File: src/inc/fast_input_pkg.sv
package fast_input_pkg;

  // ---------------------------------------------------------------------------
  // Register map
  // ---------------------------------------------------------------------------
  localparam logic [7:0] ADDR_FUNC_SEL = 8'h00;
  localparam logic [7:0] ADDR_FILTER_EN = 8'h04;
  localparam logic [7:0] ADDR_FILTER_MS = 8'h08;
  localparam logic [7:0] ADDR_INPUT_IMAGE = 8'h0C;
  localparam logic [7:0] ADDR_IRQ_STATUS = 8'h10;
  localparam logic [7:0] ADDR_IRQ_MASK = 8'h14;
  localparam logic [7:0] ADDR_EFFECTIVE_FUNC = 8'h18;

  localparam int NUM_FAST = 4;
  localparam int FUNC_BITS = 4;
  localparam logic [7:0] FILTER_MS_RESET = 8'h14;
  localparam logic [7:0] FILTER_MS_MIN = 8'h02;
  localparam logic [1:0] RESP_OKAY = 2'h0;
  localparam logic [1:0] RESP_SLVERR = 2'h2;

  // ---------------------------------------------------------------------------
  // Timing
  // ---------------------------------------------------------------------------
  localparam int CLOCK_HZ = 50_000_000;
  localparam int MS_PER_SEC = 1000;
  localparam int CYCLES_PER_MS = CLOCK_HZ / MS_PER_SEC;

  // Function codes of one fast input selection field.
  typedef enum logic [3:0] {
    FUNC_DIGITAL = 4'h0,
    FUNC_UP = 4'h1,
    FUNC_DOWN = 4'h2,
    FUNC_AB_UPDOWN = 4'h3,
    FUNC_AB_UPDOWN_Z = 4'h4,
    FUNC_AB_DIR = 4'h5,
    FUNC_AB_DIR_Z = 4'h6,
    FUNC_QUAD2 = 4'h7,
    FUNC_QUAD2_Z = 4'h8,
    FUNC_QUAD4 = 4'h9,
    FUNC_QUAD4_Z = 4'hA,
    FUNC_IRQ = 4'hB,
    FUNC_INPUT_B = 4'hC,
    FUNC_INDEX = 4'hD
  } func_type;

  // Inputs handed to one counter unit.
  typedef struct packed {
    func_type mode;
    logic in_a;
    logic in_b;
    logic in_z;
  } counter_feed_type;

endpackage

File: src/core/fast_input_router_filter.sv
// Our own choices: the register addresses and the AXI4-Lite interface to the registers.
`timescale 1ns/1ps
`default_nettype none
module fast_input_router_filter #(
  parameter int NUM_STD = 8,
  parameter int MS_CYCLES = fast_input_pkg::CYCLES_PER_MS
) (
  input wire logic ref_clk, // System clock, 50 MHz.
  input wire logic resetn, // Asynchronous reset, active low.
  input wire logic [fast_input_pkg::NUM_FAST-1:0] fast_pin, // Raw fast input pins.
  input wire logic [NUM_STD-1:0] std_pin, // Raw standard input pins.
  input wire logic [7:0] s_axi_awaddr, // Write address.
  input wire logic s_axi_awvalid, // Write address valid.
  output logic s_axi_awready, // Write address ready.
  input wire logic [31:0] s_axi_wdata, // Write data.
  input wire logic [3:0] s_axi_wstrb, // Write byte strobes.
  input wire logic s_axi_wvalid, // Write data valid.
  output logic s_axi_wready, // Write data ready.
  output logic [1:0] s_axi_bresp, // Write response.
  output logic s_axi_bvalid, // Write response valid.
  input wire logic s_axi_bready, // Write response ready.
  input wire logic [7:0] s_axi_araddr, // Read address.
  input wire logic s_axi_arvalid, // Read address valid.
  output logic s_axi_arready, // Read address ready.
  output logic [31:0] s_axi_rdata, // Read data.
  output logic [1:0] s_axi_rresp, // Read response.
  output logic s_axi_rvalid, // Read data valid.
  input wire logic s_axi_rready, // Read data ready.
  output fast_input_pkg::counter_feed_type cnt0, // Counter 0 feed.
  output fast_input_pkg::counter_feed_type cnt1, // Counter 1 feed.
  output fast_input_pkg::counter_feed_type cnt2, // Counter 2 feed.
  output fast_input_pkg::counter_feed_type cnt3, // Counter 3 feed.
  output logic [NUM_STD+fast_input_pkg::NUM_FAST-1:0] digital_input_image, // Input image.
  output logic irq // Level interrupt, high while an unmasked event is pending.
);
  import fast_input_pkg::*;

  localparam int NUM_ALL = NUM_STD + NUM_FAST;

  // ---------------------------------------------------------------------------
  // Input synchronisers
  // ---------------------------------------------------------------------------
  // Three stages; a level counts once stages two and three agree.
  logic [NUM_ALL-1:0] sync1;
  logic [NUM_ALL-1:0] sync2;
  logic [NUM_ALL-1:0] sync3;
  logic [NUM_ALL-1:0] raw_level;
  logic [NUM_ALL-1:0] next_raw_level;

  always_comb
  begin
    next_raw_level = (sync2 & sync3) | ((sync2 ^ sync3) & raw_level);
  end

  always_ff @(posedge ref_clk or negedge resetn)
  begin
    if (!resetn)
    begin
      sync1 <= '0;
      sync2 <= '0;
      sync3 <= '0;
      raw_level <= '0;
    end
    else
    begin
      sync1 <= {fast_pin, std_pin};
      sync2 <= sync1;
      sync3 <= sync2;
      raw_level <= next_raw_level;
    end
  end

  // ---------------------------------------------------------------------------
  // Configuration registers
  // ---------------------------------------------------------------------------
  logic [15:0] func_sel;
  logic [NUM_ALL-1:0] filter_en;
  logic [7:0] filter_ms;
  logic [NUM_FAST-1:0] irq_status;
  logic [NUM_FAST-1:0] irq_mask;
  logic [15:0] next_func_sel;
  logic [NUM_ALL-1:0] next_filter_en;
  logic [7:0] next_filter_ms;
  logic [NUM_FAST-1:0] next_irq_status;
  logic [NUM_FAST-1:0] next_irq_mask;

  // ---------------------------------------------------------------------------
  // Millisecond tick shared by all filters
  // ---------------------------------------------------------------------------
  // One prescaler for every input keeps the filters small; the cost is up to
  // one millisecond of extra jitter on the accepted edge.
  logic [31:0] ms_div;
  logic [31:0] next_ms_div;
  logic ms_tick;

  always_comb
  begin
    ms_tick = (ms_div == 32'(MS_CYCLES - 1));
    next_ms_div = ms_tick ? 32'h0000_0000 : ms_div + 32'h0000_0001;
  end

  always_ff @(posedge ref_clk or negedge resetn)
  begin
    if (!resetn)
      ms_div <= '0;
    else
      ms_div <= next_ms_div;
  end

  // ---------------------------------------------------------------------------
  // Debounce filters, one per input
  // ---------------------------------------------------------------------------
  logic [NUM_ALL-1:0] image_level;
  logic [NUM_ALL-1:0] next_image;

  genvar g;
  generate
    for (g = 0; g < NUM_ALL; g++)
    begin : gen_filter
      logic [8:0] hold_ms;
      logic [8:0] next_hold_ms;
      logic level;
      logic next_level;

      // Count whole milliseconds of a steady differing level; add one to cover
      // the partial first tick so the hold is never shorter than asked.
      always_comb
      begin
        next_hold_ms = hold_ms;
        next_level = level;
        if (!filter_en[g])
        begin
          next_level = raw_level[g];
          next_hold_ms = 9'h000;
        end
        else if (raw_level[g] == level)
          next_hold_ms = 9'h000;
        else if (ms_tick)
        begin
          if (hold_ms >= {1'b0, filter_ms})
          begin
            next_level = raw_level[g];
            next_hold_ms = 9'h000;
          end
          else
            next_hold_ms = hold_ms + 9'h001;
        end
      end

      always_ff @(posedge ref_clk or negedge resetn)
      begin
        if (!resetn)
        begin
          hold_ms <= '0;
          level <= 1'b0;
        end
        else
        begin
          hold_ms <= next_hold_ms;
          level <= next_level;
        end
      end

      assign next_image[g] = filter_en[g] ? level : raw_level[g];
    end
  endgenerate

  // ---------------------------------------------------------------------------
  // Function routing and partner locking
  // ---------------------------------------------------------------------------
  func_type sel0;
  func_type sel1;
  func_type sel2;
  func_type sel3;
  func_type eff1;
  func_type eff2;
  func_type eff3;
  logic c0_two;
  logic c0_idx;
  logic c2_two;
  logic [NUM_FAST-1:0] fast_lvl;
  logic [NUM_FAST-1:0] irq_sel;
  counter_feed_type next_cnt0;
  counter_feed_type next_cnt1;
  counter_feed_type next_cnt2;
  counter_feed_type next_cnt3;

  always_comb
  begin
    sel0 = func_type'(func_sel[3:0]);
    sel1 = func_type'(func_sel[7:4]);
    sel2 = func_type'(func_sel[11:8]);
    sel3 = func_type'(func_sel[15:12]);
    fast_lvl = next_image[NUM_ALL-1:NUM_STD];
    c0_two = (sel0 >= FUNC_AB_UPDOWN) && (sel0 <= FUNC_QUAD4_Z);
    // Index variants are the even codes and counter 2 pair modes the odd codes from 3 to 9.
    c0_idx = c0_two && !sel0[0];
    c2_two = (sel2 >= FUNC_AB_UPDOWN) && (sel2 <= FUNC_QUAD4) && sel2[0];
    eff1 = c0_two ? FUNC_INPUT_B : sel1;
    eff2 = c0_idx ? FUNC_INDEX : sel2;
    eff3 = (c2_two && !c0_idx) ? FUNC_INPUT_B : sel3;
    next_cnt0 = '{mode: FUNC_DIGITAL, in_a: 1'b0, in_b: 1'b0, in_z: 1'b0};
    next_cnt1 = next_cnt0;
    next_cnt2 = next_cnt0;
    next_cnt3 = next_cnt0;
    if ((sel0 >= FUNC_UP) && (sel0 <= FUNC_QUAD4_Z))
    begin
      next_cnt0.mode = sel0;
      next_cnt0.in_a = fast_lvl[0];
      next_cnt0.in_b = c0_two ? fast_lvl[1] : 1'b0;
      next_cnt0.in_z = c0_idx ? fast_lvl[2] : 1'b0;
    end
    if (eff1 == FUNC_UP || eff1 == FUNC_DOWN)
    begin
      next_cnt1.mode = eff1;
      next_cnt1.in_a = fast_lvl[1];
    end
    if (eff2 == FUNC_UP || eff2 == FUNC_DOWN || c2_two && !c0_idx)
    begin
      next_cnt2.mode = eff2;
      next_cnt2.in_a = fast_lvl[2];
      next_cnt2.in_b = (c2_two && !c0_idx) ? fast_lvl[3] : 1'b0;
    end
    if (eff3 == FUNC_UP || eff3 == FUNC_DOWN)
    begin
      next_cnt3.mode = eff3;
      next_cnt3.in_a = fast_lvl[3];
    end
    irq_sel = {eff3 == FUNC_IRQ, eff2 == FUNC_IRQ, eff1 == FUNC_IRQ, sel0 == FUNC_IRQ};
  end

  // ---------------------------------------------------------------------------
  // Rising-edge interrupts
  // ---------------------------------------------------------------------------
  logic [NUM_FAST-1:0] fast_prev;
  logic [NUM_FAST-1:0] rise_evt;

  assign rise_evt = irq_sel & fast_lvl & ~fast_prev;

  // ---------------------------------------------------------------------------
  // AXI4-Lite slave
  // ---------------------------------------------------------------------------
  // Address and data latch independently; the response issues once both are in.
  logic aw_held;
  logic w_held;
  logic [7:0] aw_addr;
  logic [31:0] w_data;
  logic [3:0] w_strb;
  logic next_aw_held;
  logic next_w_held;
  logic [7:0] next_aw_addr;
  logic [31:0] next_w_data;
  logic [3:0] next_w_strb;
  logic next_bvalid;
  logic [1:0] next_bresp;
  logic next_rvalid;
  logic [31:0] next_rdata;
  logic [1:0] next_rresp;
  logic do_write;
  logic [31:0] wmask;
  logic [31:0] cur_eff;

  always_comb
  begin
    next_aw_held = aw_held;
    next_w_held = w_held;
    next_aw_addr = aw_addr;
    next_w_data = w_data;
    next_w_strb = w_strb;
    next_bvalid = s_axi_bvalid;
    next_bresp = s_axi_bresp;
    next_rvalid = s_axi_rvalid;
    next_rdata = s_axi_rdata;
    next_rresp = s_axi_rresp;
    next_func_sel = func_sel;
    next_filter_en = filter_en;
    next_filter_ms = filter_ms;
    next_irq_mask = irq_mask;
    wmask = {{8{w_strb[3]}}, {8{w_strb[2]}}, {8{w_strb[1]}}, {8{w_strb[0]}}};
    cur_eff = {16'h0000, eff3, eff2, eff1, sel0};
    do_write = aw_held && w_held && !s_axi_bvalid;
    if (s_axi_awvalid && s_axi_awready)
    begin
      next_aw_held = 1'b1;
      next_aw_addr = s_axi_awaddr;
    end
    if (s_axi_wvalid && s_axi_wready)
    begin
      next_w_held = 1'b1;
      next_w_data = s_axi_wdata;
      next_w_strb = s_axi_wstrb;
    end
    next_irq_status = irq_status;
    if (do_write)
    begin
      next_aw_held = 1'b0;
      next_w_held = 1'b0;
      next_bvalid = 1'b1;
      next_bresp = RESP_OKAY;
      case (aw_addr)
        ADDR_FUNC_SEL: next_func_sel = (func_sel & ~wmask[15:0]) | (w_data[15:0] & wmask[15:0]);
        ADDR_FILTER_EN: next_filter_en = (filter_en & ~wmask[NUM_ALL-1:0]) |
                                         (w_data[NUM_ALL-1:0] & wmask[NUM_ALL-1:0]);
        ADDR_FILTER_MS:
          if (w_strb[0]) // Values below the shortest time are raised to it.
            next_filter_ms = (w_data[7:0] < FILTER_MS_MIN) ? FILTER_MS_MIN : w_data[7:0];
        ADDR_IRQ_STATUS: next_irq_status = irq_status & ~(w_data[NUM_FAST-1:0] & wmask[NUM_FAST-1:0]);
        ADDR_IRQ_MASK: next_irq_mask = (irq_mask & ~wmask[NUM_FAST-1:0]) |
                                       (w_data[NUM_FAST-1:0] & wmask[NUM_FAST-1:0]);
        ADDR_INPUT_IMAGE, ADDR_EFFECTIVE_FUNC: next_bresp = RESP_OKAY;
        default: next_bresp = RESP_SLVERR;
      endcase
    end
    next_irq_status = next_irq_status | rise_evt; // A new event wins over a clear.
    if (s_axi_bvalid && s_axi_bready)
      next_bvalid = 1'b0;
    if (s_axi_rvalid && s_axi_rready)
      next_rvalid = 1'b0;
    if (s_axi_arvalid && s_axi_arready)
    begin
      next_rvalid = 1'b1;
      next_rresp = RESP_OKAY;
      next_rdata = 32'h0000_0000;
      case (s_axi_araddr)
        ADDR_FUNC_SEL: next_rdata = {16'h0000, func_sel};
        ADDR_FILTER_EN: next_rdata = 32'(filter_en);
        ADDR_FILTER_MS: next_rdata = {24'h00_0000, filter_ms};
        ADDR_INPUT_IMAGE: next_rdata = 32'(digital_input_image);
        ADDR_IRQ_STATUS: next_rdata = {28'h000_0000, irq_status};
        ADDR_IRQ_MASK: next_rdata = {28'h000_0000, irq_mask};
        ADDR_EFFECTIVE_FUNC: next_rdata = cur_eff;
        default: next_rresp = RESP_SLVERR;
      endcase
    end
  end

  always_ff @(posedge ref_clk or negedge resetn)
  begin
    if (!resetn)
    begin
      aw_held <= 1'b0;
      w_held <= 1'b0;
      aw_addr <= '0;
      w_data <= '0;
      w_strb <= '0;
      s_axi_awready <= 1'b0;
      s_axi_wready <= 1'b0;
      s_axi_bvalid <= 1'b0;
      s_axi_bresp <= RESP_OKAY;
      s_axi_arready <= 1'b0;
      s_axi_rvalid <= 1'b0;
      s_axi_rdata <= '0;
      s_axi_rresp <= RESP_OKAY;
      func_sel <= '0;
      filter_en <= '0;
      filter_ms <= FILTER_MS_RESET;
      irq_status <= '0;
      irq_mask <= '0;
      fast_prev <= '0;
      cnt0 <= '0;
      cnt1 <= '0;
      cnt2 <= '0;
      cnt3 <= '0;
      digital_input_image <= '0;
      irq <= 1'b0;
    end
    else
    begin
      aw_held <= next_aw_held;
      w_held <= next_w_held;
      aw_addr <= next_aw_addr;
      w_data <= next_w_data;
      w_strb <= next_w_strb;
      s_axi_awready <= !next_aw_held && !(s_axi_awvalid && s_axi_awready);
      s_axi_wready <= !next_w_held && !(s_axi_wvalid && s_axi_wready);
      s_axi_bvalid <= next_bvalid;
      s_axi_bresp <= next_bresp;
      s_axi_arready <= !next_rvalid && !(s_axi_arvalid && s_axi_arready);
      s_axi_rvalid <= next_rvalid;
      s_axi_rdata <= next_rdata;
      s_axi_rresp <= next_rresp;
      func_sel <= next_func_sel;
      filter_en <= next_filter_en;
      filter_ms <= next_filter_ms;
      irq_status <= next_irq_status;
      irq_mask <= next_irq_mask;
      fast_prev <= fast_lvl;
      cnt0 <= next_cnt0;
      cnt1 <= next_cnt1;
      cnt2 <= next_cnt2;
      cnt3 <= next_cnt3;
      digital_input_image <= next_image;
      irq <= |(next_irq_status & next_irq_mask);
    end
  end

endmodule
`default_nettype wire

File: config.mk
export PLATFORM = sky130hd
export DESIGN_NAME = fast_input_router_filter
export DESIGN_NICKNAME = d
export VERILOG_FILES = /design/src/inc/fast_input_pkg.sv /design/src/core/fast_input_router_filter.sv
export SDC_FILE = /design/constraint.sdc
export NUM_CORES = 1
export LEC_CHECK = 0
export BUFFER_PORTS_ARGS = -buffer_cell sky130_fd_sc_hd__buf_2
export CAP_MARGIN = 20
export CORE_MARGIN = 4
export CORE_UTILIZATION = 35
export CTS_CLUSTER_DIAMETER = 100
export DETAILED_ROUTE_END_ITERATION = 8
export PLACE_DENSITY = 0.55
export SLEW_MARGIN = 20
export SYNTH_ARGS = -nofsm -noshare
export SYNTH_HDL_FRONTEND = slang
export SYNTH_SLANG_ARGS = --single-unit
export TNS_END_PERCENT = 5
File: constraint.sdc
create_clock -name ref_clk -period 2.5 [get_ports ref_clk]
set_input_delay 0.75 -clock ref_clk [delete_from_list [all_inputs] [get_ports ref_clk]]
set_output_delay 0.75 -clock ref_clk [all_outputs]
set_load 0.01 [all_outputs]
Word-level counts from Yosys, hierarchy flattened
Cells that the tools add are included.
{ "word_totals": {"input_bits": 71, "elab_cells": 383, "reg_bits": 353} }
{ "op_classes": {"bitwise_logic": 23, "eq_ne": 83, "n_reduce_logical": 50, "n_mux": 135, "order_cmp": 18, "n_addsub": 13} }
{ "ops": {"columns": ["op", "count"], "rows": [
  ["9-bit two-way mux", 48],
  ["16-bit one-hot mux with 7 select lines", 1],
  ["9-bit by 1-bit adder with 9-bit output (second input constant)", 12],
  ["9-bit by 8-bit >= comparator with 1-bit output", 12],
  ["1-bit two-way mux", 71],
  ["12-bit AND", 4],
  ["8-bit by 5-bit == test with 1-bit output (second input constant)", 6],
  ["2-bit by 1-bit != test with 1-bit output (second input constant)", 24],
  ["3-bit AND reduction", 13],
  ["3-bit by 1-bit != test with 1-bit output (second input constant)", 12],
  ["32-bit by 1-bit adder with 32-bit output (second input constant)", 1],
  ["16-bit AND", 2],
  ["32-bit by 16-bit == test with 1-bit output (second input constant)", 1],
  ["8-bit by 4-bit == test with 1-bit output (second input constant)", 4],
  ["32-bit two-way mux", 1],
  ["4-bit two-way mux", 7],
  ["4-bit AND", 6],
  ["2-bit != test (second input constant)", 12],
  ["12-bit OR", 2],
  ["4-bit == test (second input constant)", 4],
  ["8-bit by 3-bit == test with 1-bit output (second input constant)", 2],
  ["1-bit logical AND", 16],
  ["8-bit zero test", 2],
  ["16-bit NOT", 1],
  ["23 further kinds", 58]
]} }

Depth between registers and ports, before layout
Gate-level depths: netlist of run 1.
{ "logic_depth": {"word_depth": 12, "mapped_depth": 9, "mapped_depth_nobuf": 8} }

Least setup slack after synthesis of run 1
No wires, ideal clock.
{ "synth_timing": {"path_type": "register -> register", "startpoint": "register filter_ms[5]", "endpoint": "register gen_filter[6].hold_ms[8]", "stages_incl_launch_ff": 9, "synth_period_minus_slack_ps": 2609, "n_path_buf": 0, "setup_slack_ps": -109, "arrival_time_ps": 2543, "cell_sequence": "dfrtp_1 inv_1 ha_1 a21o_1 a21o_1 a2111oi_0 o211ai_1 or4_1 nand2_1"} }
{ "synth_between": {"elab_chain_len": 5} }
{ "synth_rtl": {"columns": ["element", "line_no", "rtl"], "rows": [
  ["start: declaration", "fast_input_router_filter.sv:78", "logic [7:0] filter_ms;"],
  ["start signal: assignment", "fast_input_router_filter.sv:384", "filter_ms <= next_filter_ms;"],
  ["9-bit by 8-bit >= comparator with 1-bit output", "fast_input_router_filter.sv:140", "if (hold_ms >= {1'b0, filter_ms})"],
  ["9-bit two-way mux", "fast_input_router_filter.sv:140", null],
  ["9-bit two-way mux", "fast_input_router_filter.sv:138", "else if (ms_tick)"],
  ["9-bit two-way mux", "fast_input_router_filter.sv:136", "else if (raw_level[g] == level)"],
  ["9-bit two-way mux", "fast_input_router_filter.sv:131", "if (!filter_en[g])"],
  ["end signal: assignment", "fast_input_router_filter.sv:159", "hold_ms <= next_hold_ms;"],
  ["end: declaration", "fast_input_router_filter.sv:120", "logic [8:0] hold_ms;"]
]} }
No other way between the ends. The select of a mux whose other input is x is not followed.
A chain may end at the register's enable or synchronous reset.

Worst setup path after layout of run 1
{ "layout_timing": {"startpoint": "register aw_addr[0]", "endpoint": "register irq"} }
{ "layout_rtl": {"columns": ["element", "line_no", "rtl"], "rows": [
  ["start: declaration", "fast_input_router_filter.sv:246", "logic [7:0] aw_addr;"],
  ["start signal: assignment", "fast_input_router_filter.sv:371", "aw_addr <= next_aw_addr;"],
  ["8-bit by 5-bit == test with 1-bit output", "fast_input_router_filter.sv:300", "case (aw_addr)"],
  ["4-bit two-way mux", "fast_input_router_filter.sv:300", null],
  ["4-bit two-way mux", "fast_input_router_filter.sv:294", "if (do_write)"],
  ["net next_irq_mask[1]", "fast_input_router_filter.sv:85", "logic [NUM_FAST-1:0] next_irq_mask;"],
  ["4-bit AND", "fast_input_router_filter.sv:393", "irq <= |(next_irq_status & next_irq_mask);"],
  ["4-bit OR reduction", "fast_input_router_filter.sv:393", null],
  ["end signal: assignment", "fast_input_router_filter.sv:393", null],
  ["end: declaration", "fast_input_router_filter.sv:34", "output logic irq"]
]} }
The timed path passes the listed nets, and every way through them passes these cells.

==> results of run 1 <==
-- layout make-up --
type,count,area [µm²]
tap,607,759
timing repair buffer,209,1440
fill,4483,26800
sequential,331,8290
clock buffer,52,1140
multi-input combinational,1162,8200
clock inverter,19,174
inverter,50,188
-- worst register-to-register path: cells and delay by family, from the launching register on --
family | cells | cell delay (ns)
AOI/OAI and AO/OA | 1 | 0.21
muxes | 1 | 0.39
and+or+nand+nor | 4 | 1.39
DFF | 1 | 0.38
-- metal layers --
layer / up-vias / global-route usage / wire length [µm]
met2: 218 / 0.278 / 20700
met4: 0 / 0.0430 / 861
met5: - / 0 / 0
met1: 6294 / 0.231 / 20000
met3: 61 / 0.0295 / 1620
li1: 6061 / - / -
-- layout by cell type (no fill, tap or decap), drive strengths merged, types with 16 or more instances in the layout --
cell type and instances:
nor2 121, a22oi 20, xor2 61, nor2b 23, ha 121, inv 53
and3 56, clkbuf 52, a21o 30, xnor2 31, o21ai 86, buf 209
dfrtp 329, mux2 78, a21oi 60, nand2 147, nand3 49, nand4 40
conb 27, nor3 16
-- registers in the layout (all words and copies together) (netlist names), 6 cells and up, named ones only --
register and cells:
gen_filter.hold_ms 108, sync3 12, ms_div 32, w_data 16, aw_addr 8, sync2 12
raw_level 12, filter_ms 8, cnt0 7, sync1 12, gen_filter.level 12, cnt2 6
digital_input_image 9, s_axi_rdata 16
-- cell usage after synthesis (all sizes together) (9+ instances only) --
cell	n	area, µm²
a22o	11	96.3
a21oi	60	312
nand3b	10	75.1
nand2	147	554
nand4	40	250
o21ai	86	430
xor2	61	534
and2	14	87.6
nor2	121	454
xnor2	31	272
o211ai	13	97.6
buf	31	214
a22oi	20	150
and3	56	350
clkbuf	23	86.3
nand2b	15	93.8
nor3	16	119
nand3	49	245
a21o	30	225
o2111ai	10	87.6
dfrtp	329	8230
nor4	12	75.1
a211oi	9	67.6
nor2b	23	144
ha	121	1510
mux2	78	878
inv	50	188
nor3b	13	97.6
-- cell families (layout without fill, tap and decap cells) --
family,after synthesis,after routing,share of synthesized area
AOI/OAI and AO/OA,289,289,0.115
xor gates and xnor gates,92,92,0.0480
adders and majority gates,121,121,0.0903
buffers and inverters,104,330,0.0291
DFF,331,331,0.494
muxes,85,85,0.0566
other,1,27,0.000224
and+or+nand+nor,548,548,0.167
-- what timing repair did --
item | in CTS | in global routing
setup endpoints to repair | 1 | 61
pin swaps | 0 | 0
gates resized for setup | 0 | 19
hold buffers | 0 | 0
-- through the flow --
| step | area [µm²] | worst slack, ns |
|---|---|---|
| after floorplan | 16900 | -0.0141 |
| after CTS | 20100 | -0.0193 |
| after global routing | 20200 | -0.140 |
| after global placement | 18800 | -0.339 |
| final | 20200 | -0.00184 |
| after detailed placement | 18800 | -0.381 |
-- final timing paths --
check | endpoint | slack [ns]
hold reg to reg | sync2[8]$_DFF_PN0_ | 0.35
setup reg to reg | irq$_DFF_PN0_ | -0.002
setup / recovery | irq$_DFF_PN0_ | -0.002
min in group ref_clk | sync1[10]$_DFF_PN0_ | 0.29
max in group asynchronous | filter_ms[2]$_DFFE_PN1P_ | 1.71
hold / removal | gen_filter[6].hold_ms[0]$_DFFE_PN0P_ | 0.09
-- power by group through the flow --
stage	combinational, mW	clock (mW)	sequential, mW
global placement	2.23	0	6.51
floorplan	1.39	0	6.32
global route	2.53	6.20	6.49
detailed placement	2.27	0	6.52
finish	2.27	5.76	6.42
CTS	2.28	5.97	6.43
==> flow_summary.toml, run 1 <==
[run_status]
status = "finished, violations left"
failed_checks = "negative setup slack"

[floorplanning]
placeableCoreArea_mm2 = 0.0470
die-area_mm2 = 0.0515
fp.dieH_um = 227
num_rows = 79
ios = 153
floorplan.initialDensity = 0.357
dieWidth_um = 227

[synthesis]
async_flop_share = 1.00
synth_cell_types = 72
syn_inst = 1571
syn-cell-area_mm2 = 0.0168
yosysSeqAreaShare = 0.494
synth-edff-count = 0
yosys_warnings = 0
syn_avg_cell_area_um2 = 10.7
ys_ff_latch = 331
ys.flop_type = "dfrtp_1"

[critical_path]
critical_path_class = "register to register"
cp_num_buf_inv = 0
critPathRequiredTime_ns = 2.91
worstPathCellList = "or4_4 -> or3_1 -> nor3_2 -> mux2_2 -> a22oi_1 -> nand3b_1"
worst-path-stages = 6
setup.worst_path.end_class = "register"
path_delay_family = "simple AND/OR/NAND/NOR gates"
worstPathArrival_ns = 2.92
ff2ff_path_depth = 6
crit_fanout = 4
critPathSlowestCell = "or4_4"
reg2reg_from = "aw_addr[0]$_DFFE_PN0P_"
start_kind = "register"
crit_path_start = "aw_addr[0]$_DFFE_PN0P_"
slowest_delay_ns = 0.55

[finish]
drive_gt1_frac = 0.211
area_delta_synth_final_pct = 20.4
antenna_cells = 0
post-route-util = 0.430
stdcell_count = 2430
layout.nets = 1986

[placed_design]
gp_congestion = 0.882
dp_hpwl_um = 31700
io_buffers = 111
place_inst = 2359

[grt]
first_global_vias = 12616
grt_max_degree = 69
grt-ovfl-total = 0
grt_usage = 0.168
antenna_found_initial = 0
grt_pass1_wl_um = 69000

[cts]
cts_sinks = 331
clk_pin_slew_worst_paths_ns = 0.06
cts-buffers-inserted = 40
clock_path_buffers = 3
clk_latency_ns = 0.56
cts_setup_buffers = 0
cts.htree.levels = 2
root_buffer = "clkbuf_16"
cts_tree = "yes"

[sta]
rsz0062_at_grt = "true"
finalSetupViolations = 1
finalHoldViolCount = 0
tns_ns = -0.00184
finalClockSkew_ns = 0.0185
period_needed_ns = 2.50
max_slew_margin = 0.382
layout_worst_path_cycle_share = 1.00
hold_ws_ns = 0.0918
fin_ws_ns = -0.00184
worst_pin_slew_ns = 0.915
finalMaxSlewViolations = 0
max_freq_ghz = 0.400

[power_and_ir_drop]
p_int_mw = 10.3
p_clk_frac = 0.399
irDropWorstVdd_mv = 0.493
switching_share = 0.287
p_comb_frac = 0.157
p_leak_nw = 9.55
p_switching_mw = 4.15
seq_power_share = 0.444
powerDensity_mw_per_mm2 = 716
fin_total_pwr_mw = 14.5

[flow_run]
max_cap_viol_count = 0

[routing]
drt-pass1-iter-count = 5
vias_per_cell = 5.20
drtAntennaViolNets = 0
drc = 0
drt_wl_total_um = 43200
wl_per_cell_um = 17.8
via_count = 12634
drtIter0Drc = 747

[hold_path]
hp-class = "input pin to asynchronous set/reset pin"
No activity file was read; power rests on OpenSTA's default activity.
==> run 2: changes to the inputs <==
--- a/config.mk
+++ b/config.mk
@@ -11,6 +11,7 @@
 export CORE_UTILIZATION = 35
 export CTS_CLUSTER_DIAMETER = 100
 export DETAILED_ROUTE_END_ITERATION = 8
+export HOLD_SLACK_MARGIN = 0.1
 export PLACE_DENSITY = 0.55
 export SLEW_MARGIN = 20
 export SYNTH_ARGS = -nofsm -noshare
==> run 2 against run 1 <==
Effect of this change: the flow still finishes with violations (negative setup slack); first-iteration DRC count fell by 8.2%; worst setup slack barely moved; total power barely moved; sequential share of layout area barely moved; flip-flop and latch count did not move; utilization barely moved; combinational power barely moved; critical path type unchanged.
==> flow_summary.toml, run 2 (synthesized netlist as in run 1, its figures left out) <==
[run_status]
status = "finished, violations left"
failed_checks = "negative setup slack"

[critical_path]
critical_path_class = "register to register"
worstPathArrival_ns = 2.92
setup.worst_path.end_class = "register"
ff2ff_path_depth = 6
slowest_delay_ns = 0.55
worstPathCellList = "or4_4 -> or3_1 -> nor3_2 -> mux2_2 -> a22oi_1 -> nand3b_1"
start_kind = "register"
crit_fanout = 4
critPathSlowestCell = "or4_4"
critPathRequiredTime_ns = 2.91

[grt]
antenna_found_initial = 0
grt_use_met2 = 0.278
grt.busiest_layer = "met2"
use_met3 = 0.0295
grt_util_met1 = 0.231
grt_usage = 0.168
grt_pass1_wl_um = 69000
first_global_vias = 12622
grt-ovfl-total = 0
grt_max_degree = 69

[finish]
largest_reg_flops = 108
area_delta_synth_final_pct = 20.4
largestRegisters = "gen_filter.hold_ms (108), ms_div (32)"
final_cell_mix = "dfrtp_1 (329), nand2_1 (146), nor2_1 (121), ha_1 (121), buf_2 (110)"
post-route-util = 0.430
final_common_cell = "dfrtp_1"
drive_gt1_frac = 0.211
layout.nets = 1987
regMostFlops = "gen_filter.hold_ms"
final_area_mm2 = 0.0202
antenna_cells = 0

[floorplanning]
num_rows = 79
ios = 153
floorplan.initialDensity = 0.357
placeableCoreArea_mm2 = 0.0470
dieWidth_um = 227
fp.dieH_um = 227
die-area_mm2 = 0.0515

[sta]
finalSetupViolations = 1
period_needed_ns = 2.50
worst_pin_slew_ns = 0.905
layout_worst_path_cycle_share = 1.00
finalHoldViolCount = 0
finalMaxSlewViolations = 0
rsz0062_at_grt = "true"
fin_ws_ns = -0.00148
hold_ws_ns = 0.292
finalClockSkew_ns = 0.0184
max_slew_margin = 0.389
max_freq_ghz = 0.400

[cts]
root_buffer = "clkbuf_16"
cts_sinks = 331
clk_latency_ns = 0.56
cts-buffers-inserted = 40
cts_setup_buffers = 0
cts.htree.levels = 2
clk_pin_slew_worst_paths_ns = 0.06
clock_path_buffers = 3
cts_tree = "yes"

[routing]
drtAntennaViolNets = 0
wl_per_cell_um = 17.8
drc = 0
drtIter0Drc = 686
via_count = 12663
drt-pass1-iter-count = 5
vias_per_cell = 5.21
drt_wl_total_um = 43300

[power_and_ir_drop]
p_int_mw = 10.3
switching_share = 0.287
irDropWorstVdd_mv = 0.493
p_clk_frac = 0.399
p_leak_nw = 9.55
powerDensity_mw_per_mm2 = 716
seq_power_share = 0.444
p_switching_mw = 4.15
fin_total_pwr_mw = 14.5
p_comb_frac = 0.157

[placed_design]
io_buffers = 111
dp_hpwl_um = 31700
gp_congestion = 0.882
placed_area_mm2 = 0.0188

[hold_path]
hp-class = "input pin to register"
hold_depth = 1

[flow_run]
max_cap_viol_count = 0
[run 2: changes by cell type in the layout (fill, tap and decap cells not counted), sizes merged]
cell,before,now
dlygate4sd3,0,1
[run 2: repair_timing]
item,CTS,global route
hold endpoints to repair,29,0
hold buffers,1,0
resized for setup,0,19
setup endpoints to repair,1,61
gates cloned,0,0
[run 2: worst paths after layout]
path                                                        endpoint  slack, ns                    from
worst min register to register                    sync2[8]$_DFF_PN0_       0.35      sync1[8]$_DFF_PN0_
worst max register to register                         irq$_DFF_PN0_     -0.001  aw_addr[0]$_DFFE_PN0P_
worst min-delay path                             sync1[10]$_DFF_PN0_       0.29             fast_pin[2]
max in group asynchronous                          cnt0[6]$_DFF_PN0_       1.10                  resetn
worst max-delay path                                   irq$_DFF_PN0_     -0.001  aw_addr[0]$_DFFE_PN0P_
min in group asynchronous       gen_filter[6].hold_ms[0]$_DFFE_PN0P_       0.70                  resetn
[run 2: cell type report]
type | count | area [µm²]
inverter | 50 | 188
multi-input combinational | 1162 | 8200
sequential | 331 | 8290
tap | 607 | 759
fill | 4483 | 26800
clock inverter | 19 | 174
clock buffer | 52 | 1140
timing repair buffer | 210 | 1450
[run 2: critical path, delay by kind of cell, from the launching register on]
| family | cells | cell delay [ns] |
|---|---|---|
| simple gates | 4 | 1.39 |
| mux | 1 | 0.39 |
| compound gates | 1 | 0.21 |
| flops | 1 | 0.38 |
[run 2: stage by stage]
| stage | TNS, ns | std cells | worst slack [ns] |
|---|---|---|---|
| floorplan | -0.0281 | 1597 | -0.0141 |
| global placement | -4.49 | 2359 | -0.339 |
| detailed placement | -5.44 | 2359 | -0.381 |
| CTS | -0.0193 | 2431 | -0.0193 |
| global route | -1.01 | 2431 | -0.140 |
| finish | -0.00148 | 2431 | -0.00148 |
[run 2: power groups by stage]
| stage | Sequential, mW | Clock, mW | Combinational (mW) |
|---|---|---|---|
| after floorplan | 6.32 | 0 | 1.39 |
| after global placement | 6.51 | 0 | 2.23 |
| after detailed placement | 6.52 | 0 | 2.27 |
| after CTS | 6.43 | 5.97 | 2.29 |
| after global routing | 6.49 | 6.20 | 2.53 |
| final | 6.42 | 5.76 | 2.27 |
[run 2: routing by layer]
metal	vias to the layer above	wire (µm)	part of all wire
met2	227	20700	0.48
met1	6315	20000	0.46
met3	61	1730	0.040
met5	-	0	0
li1	6060	-	-
met4	0	859	0.020
==> run 3: changes to the inputs <==
--- a/config.mk
+++ b/config.mk
@@ -7,12 +7,14 @@
 export LEC_CHECK = 0
 export BUFFER_PORTS_ARGS = -buffer_cell sky130_fd_sc_hd__buf_2
 export CAP_MARGIN = 20
+export CELL_PAD_IN_SITES_DETAIL_PLACEMENT = 0
+export CELL_PAD_IN_SITES_GLOBAL_PLACEMENT = 1
 export CORE_MARGIN = 4
 export CORE_UTILIZATION = 35
 export CTS_CLUSTER_DIAMETER = 100
 export DETAILED_ROUTE_END_ITERATION = 8
 export HOLD_SLACK_MARGIN = 0.1
-export PLACE_DENSITY = 0.55
+export PLACE_DENSITY = 0.65
 export SLEW_MARGIN = 20
 export SYNTH_ARGS = -nofsm -noshare
 export SYNTH_HDL_FRONTEND = slang
==> run 3 against run 2 <==
Effect of this change: the flow now finishes without violations; cell count is the same; flip-flop and latch count is the same; maximum frequency grew 2.2%; clock skew grew 0.0076 ns; register-to-register slack gained 0.05 ns; total power grew 4.3%; cell area grew 0.85%; non-clock buffer count is the same; via count shrank 0.55%; clock power grew 11%; critical endpoint is now gen_filter[6].hold_ms[6]$_DFFE_PN0P_.
==> flow_summary.toml, run 3 (synthesized netlist as in run 1, its figures left out) <==
[run_status]
status = "complete, no violations"

[sta]
finalSetupViolations = 0
rsz0062_at_grt = "true"
fin_ws_ns = 0.0522
max_slew_margin = 0.419
hold_ws_ns = 0.123
layout_worst_path_cycle_share = 0.979
finalClockSkew_ns = 0.0260
finalHoldViolCount = 0
period_needed_ns = 2.45
worst_pin_slew_ns = 0.860
max_freq_ghz = 0.409
finalMaxSlewViolations = 0
tns_ns = 0

[cts]
cts-hold-fix-buffers = 0
clock_path_buffers = 3
cts.htree.levels = 2
clk_latency_ns = 0.56
root_buffer = "clkbuf_16"
cts-buffers-inserted = 40
clk_pin_slew_worst_paths_ns = 0.06
cts_tree = "yes"
cts_sinks = 331

[routing]
drtIter0Drc = 792
drt-pass1-iter-count = 5
drtAntennaViolNets = 0
vias_per_cell = 5.18
wl_per_cell_um = 18.2
via_count = 12593
drc = 0
drt_wl_total_um = 44300

[floorplanning]
fp.dieH_um = 227
floorplan.initialDensity = 0.357
num_rows = 79
die-area_mm2 = 0.0515
dieWidth_um = 227
placeableCoreArea_mm2 = 0.0470
ios = 153

[power_and_ir_drop]
irDropWorstVdd_mv = 0.475
powerDensity_mw_per_mm2 = 741
fin_total_pwr_mw = 15.1
p_leak_nw = 9.64

[grt]
grt_max_degree = 64
first_global_vias = 12613
antenna_found_initial = 2
grt_usage = 0.173
grt_pass1_wl_um = 70700
grt-ovfl-total = 0

[critical_path]
worstPathArrival_ns = 2.93
reg2reg_from = "filter_ms[4]$_DFFE_PN1P_"
critPathRequiredTime_ns = 2.98
crit_fanout = 7
setup.worst_path.end_class = "register"
critical_path_class = "register to register"
rr_endpoint = "gen_filter[6].hold_ms[6]$_DFFE_PN0P_"
ff2ff_setup_slack_ns = 0.05
ff2ff_path_depth = 10
start_kind = "register"

[placed_design]
dp_hpwl_um = 32500
io_buffers = 111
gp_congestion = 0.858
post-place-ws_ns = -0.235

[finish]
regMostFlops = "gen_filter.hold_ms"
largestRegisters = "gen_filter.hold_ms (108), ms_div (32)"
area_delta_synth_final_pct = 21.4
layout.nets = 1987
largest_reg_flops = 108
final_cell_mix = "dfrtp_1 (329), nand2_1 (146), ha_1 (121), nor2_1 (120), buf_2 (110)"
drive_gt1_frac = 0.210
antenna_cells = 0
final_common_cell = "dfrtp_1"

[flow_run]
max_cap_viol_count = 0

[hold_path]
hp-class = "input pin to asynchronous set/reset pin"
[run 3: cell count changes in the layout (fill, tap and decap cells not counted), sizes merged]
cell,delta
bufinv,+5
clkbuf,+5
dlygate4sd3,-1
inv,-3
clkinv,-6
clkinvlp,-1
buf,+1
[run 3: metrics by stage]
stage               std cells  instance area [µm²]   util
global route             2431                20400  0.434
detailed placement       2354                18800  0.400
CTS                      2426                20200  0.431
finish                   2431                20400  0.434
global placement         2354                18800  0.400
floorplan                1597                16900      -
[run 3: per-layer routing]
| metal | vias to the layer above | part of all wire | global-route usage |
|---|---|---|---|
| met5 | - | 0 | 0 |
| met1 | 6206 | 0.47 | 0.249 |
| li1 | 6082 | - | - |
| met2 | 234 | 0.45 | 0.268 |
| met4 | 0 | 0.026 | 0.0540 |
| met3 | 71 | 0.050 | 0.0318 |
[run 3: report_power, final]
part,switching (mW),internal [mW]
Combinational,1.28,1.01
Sequential,0.570,5.86
Clock,2.34,4.03
Total,4.19,10.9
[run 3: repair_timing]
item	4_1_cts	5_1_grt
pin swaps	0	2
setup endpoints to repair	13	60
setup buffers	1	5
resized for setup	3	21
hold endpoints to repair	0	0
gates cloned	0	0
[run 3: worst max-delay path, stage by stage, from the launching register on]
cell	delay [ns]
dfstp_2	0.51
inv_1	0.15
ha_1	0.25
a21o_1	0.16
a21o_1	0.20
a2111oi_4	0.37
o211ai_1	0.15
buf_4	0.18
nor2_1	0.08
buf_4	0.15
a22o_1	0.15
[run 3: layout make-up]
type | instances | area (µm²)
tap | 607 | 759
clock buffer | 57 | 1190
timing repair buffer | 210 | 1490
inverter | 50 | 188
multi-input combinational | 1162 | 8190
clock inverter | 14 | 262
sequential | 331 | 8290
fill | 4503 | 26600
[run 3: worst max path at each step]
stage,from,end,cells past startpoint
2_1_floorplan,s_axi_araddr[0],s_axi_rdata[12]$_DFFE_PN0P_,6
3_3_place_gp,s_axi_araddr[0],s_axi_rdata[12]$_DFFE_PN0P_,6
3_5_place_dp,s_axi_araddr[0],s_axi_rdata[13]$_DFFE_PN0P_,6
4_1_cts,filter_ms[4]$_DFFE_PN1P_,gen_filter[10].hold_ms[5]$_DFFE_PN0P_,9
5_1_grt,filter_ms[4]$_DFFE_PN1P_,gen_filter[0].hold_ms[4]$_DFFE_PN0P_,9
6_report,filter_ms[4]$_DFFE_PN1P_,gen_filter[6].hold_ms[6]$_DFFE_PN0P_,10
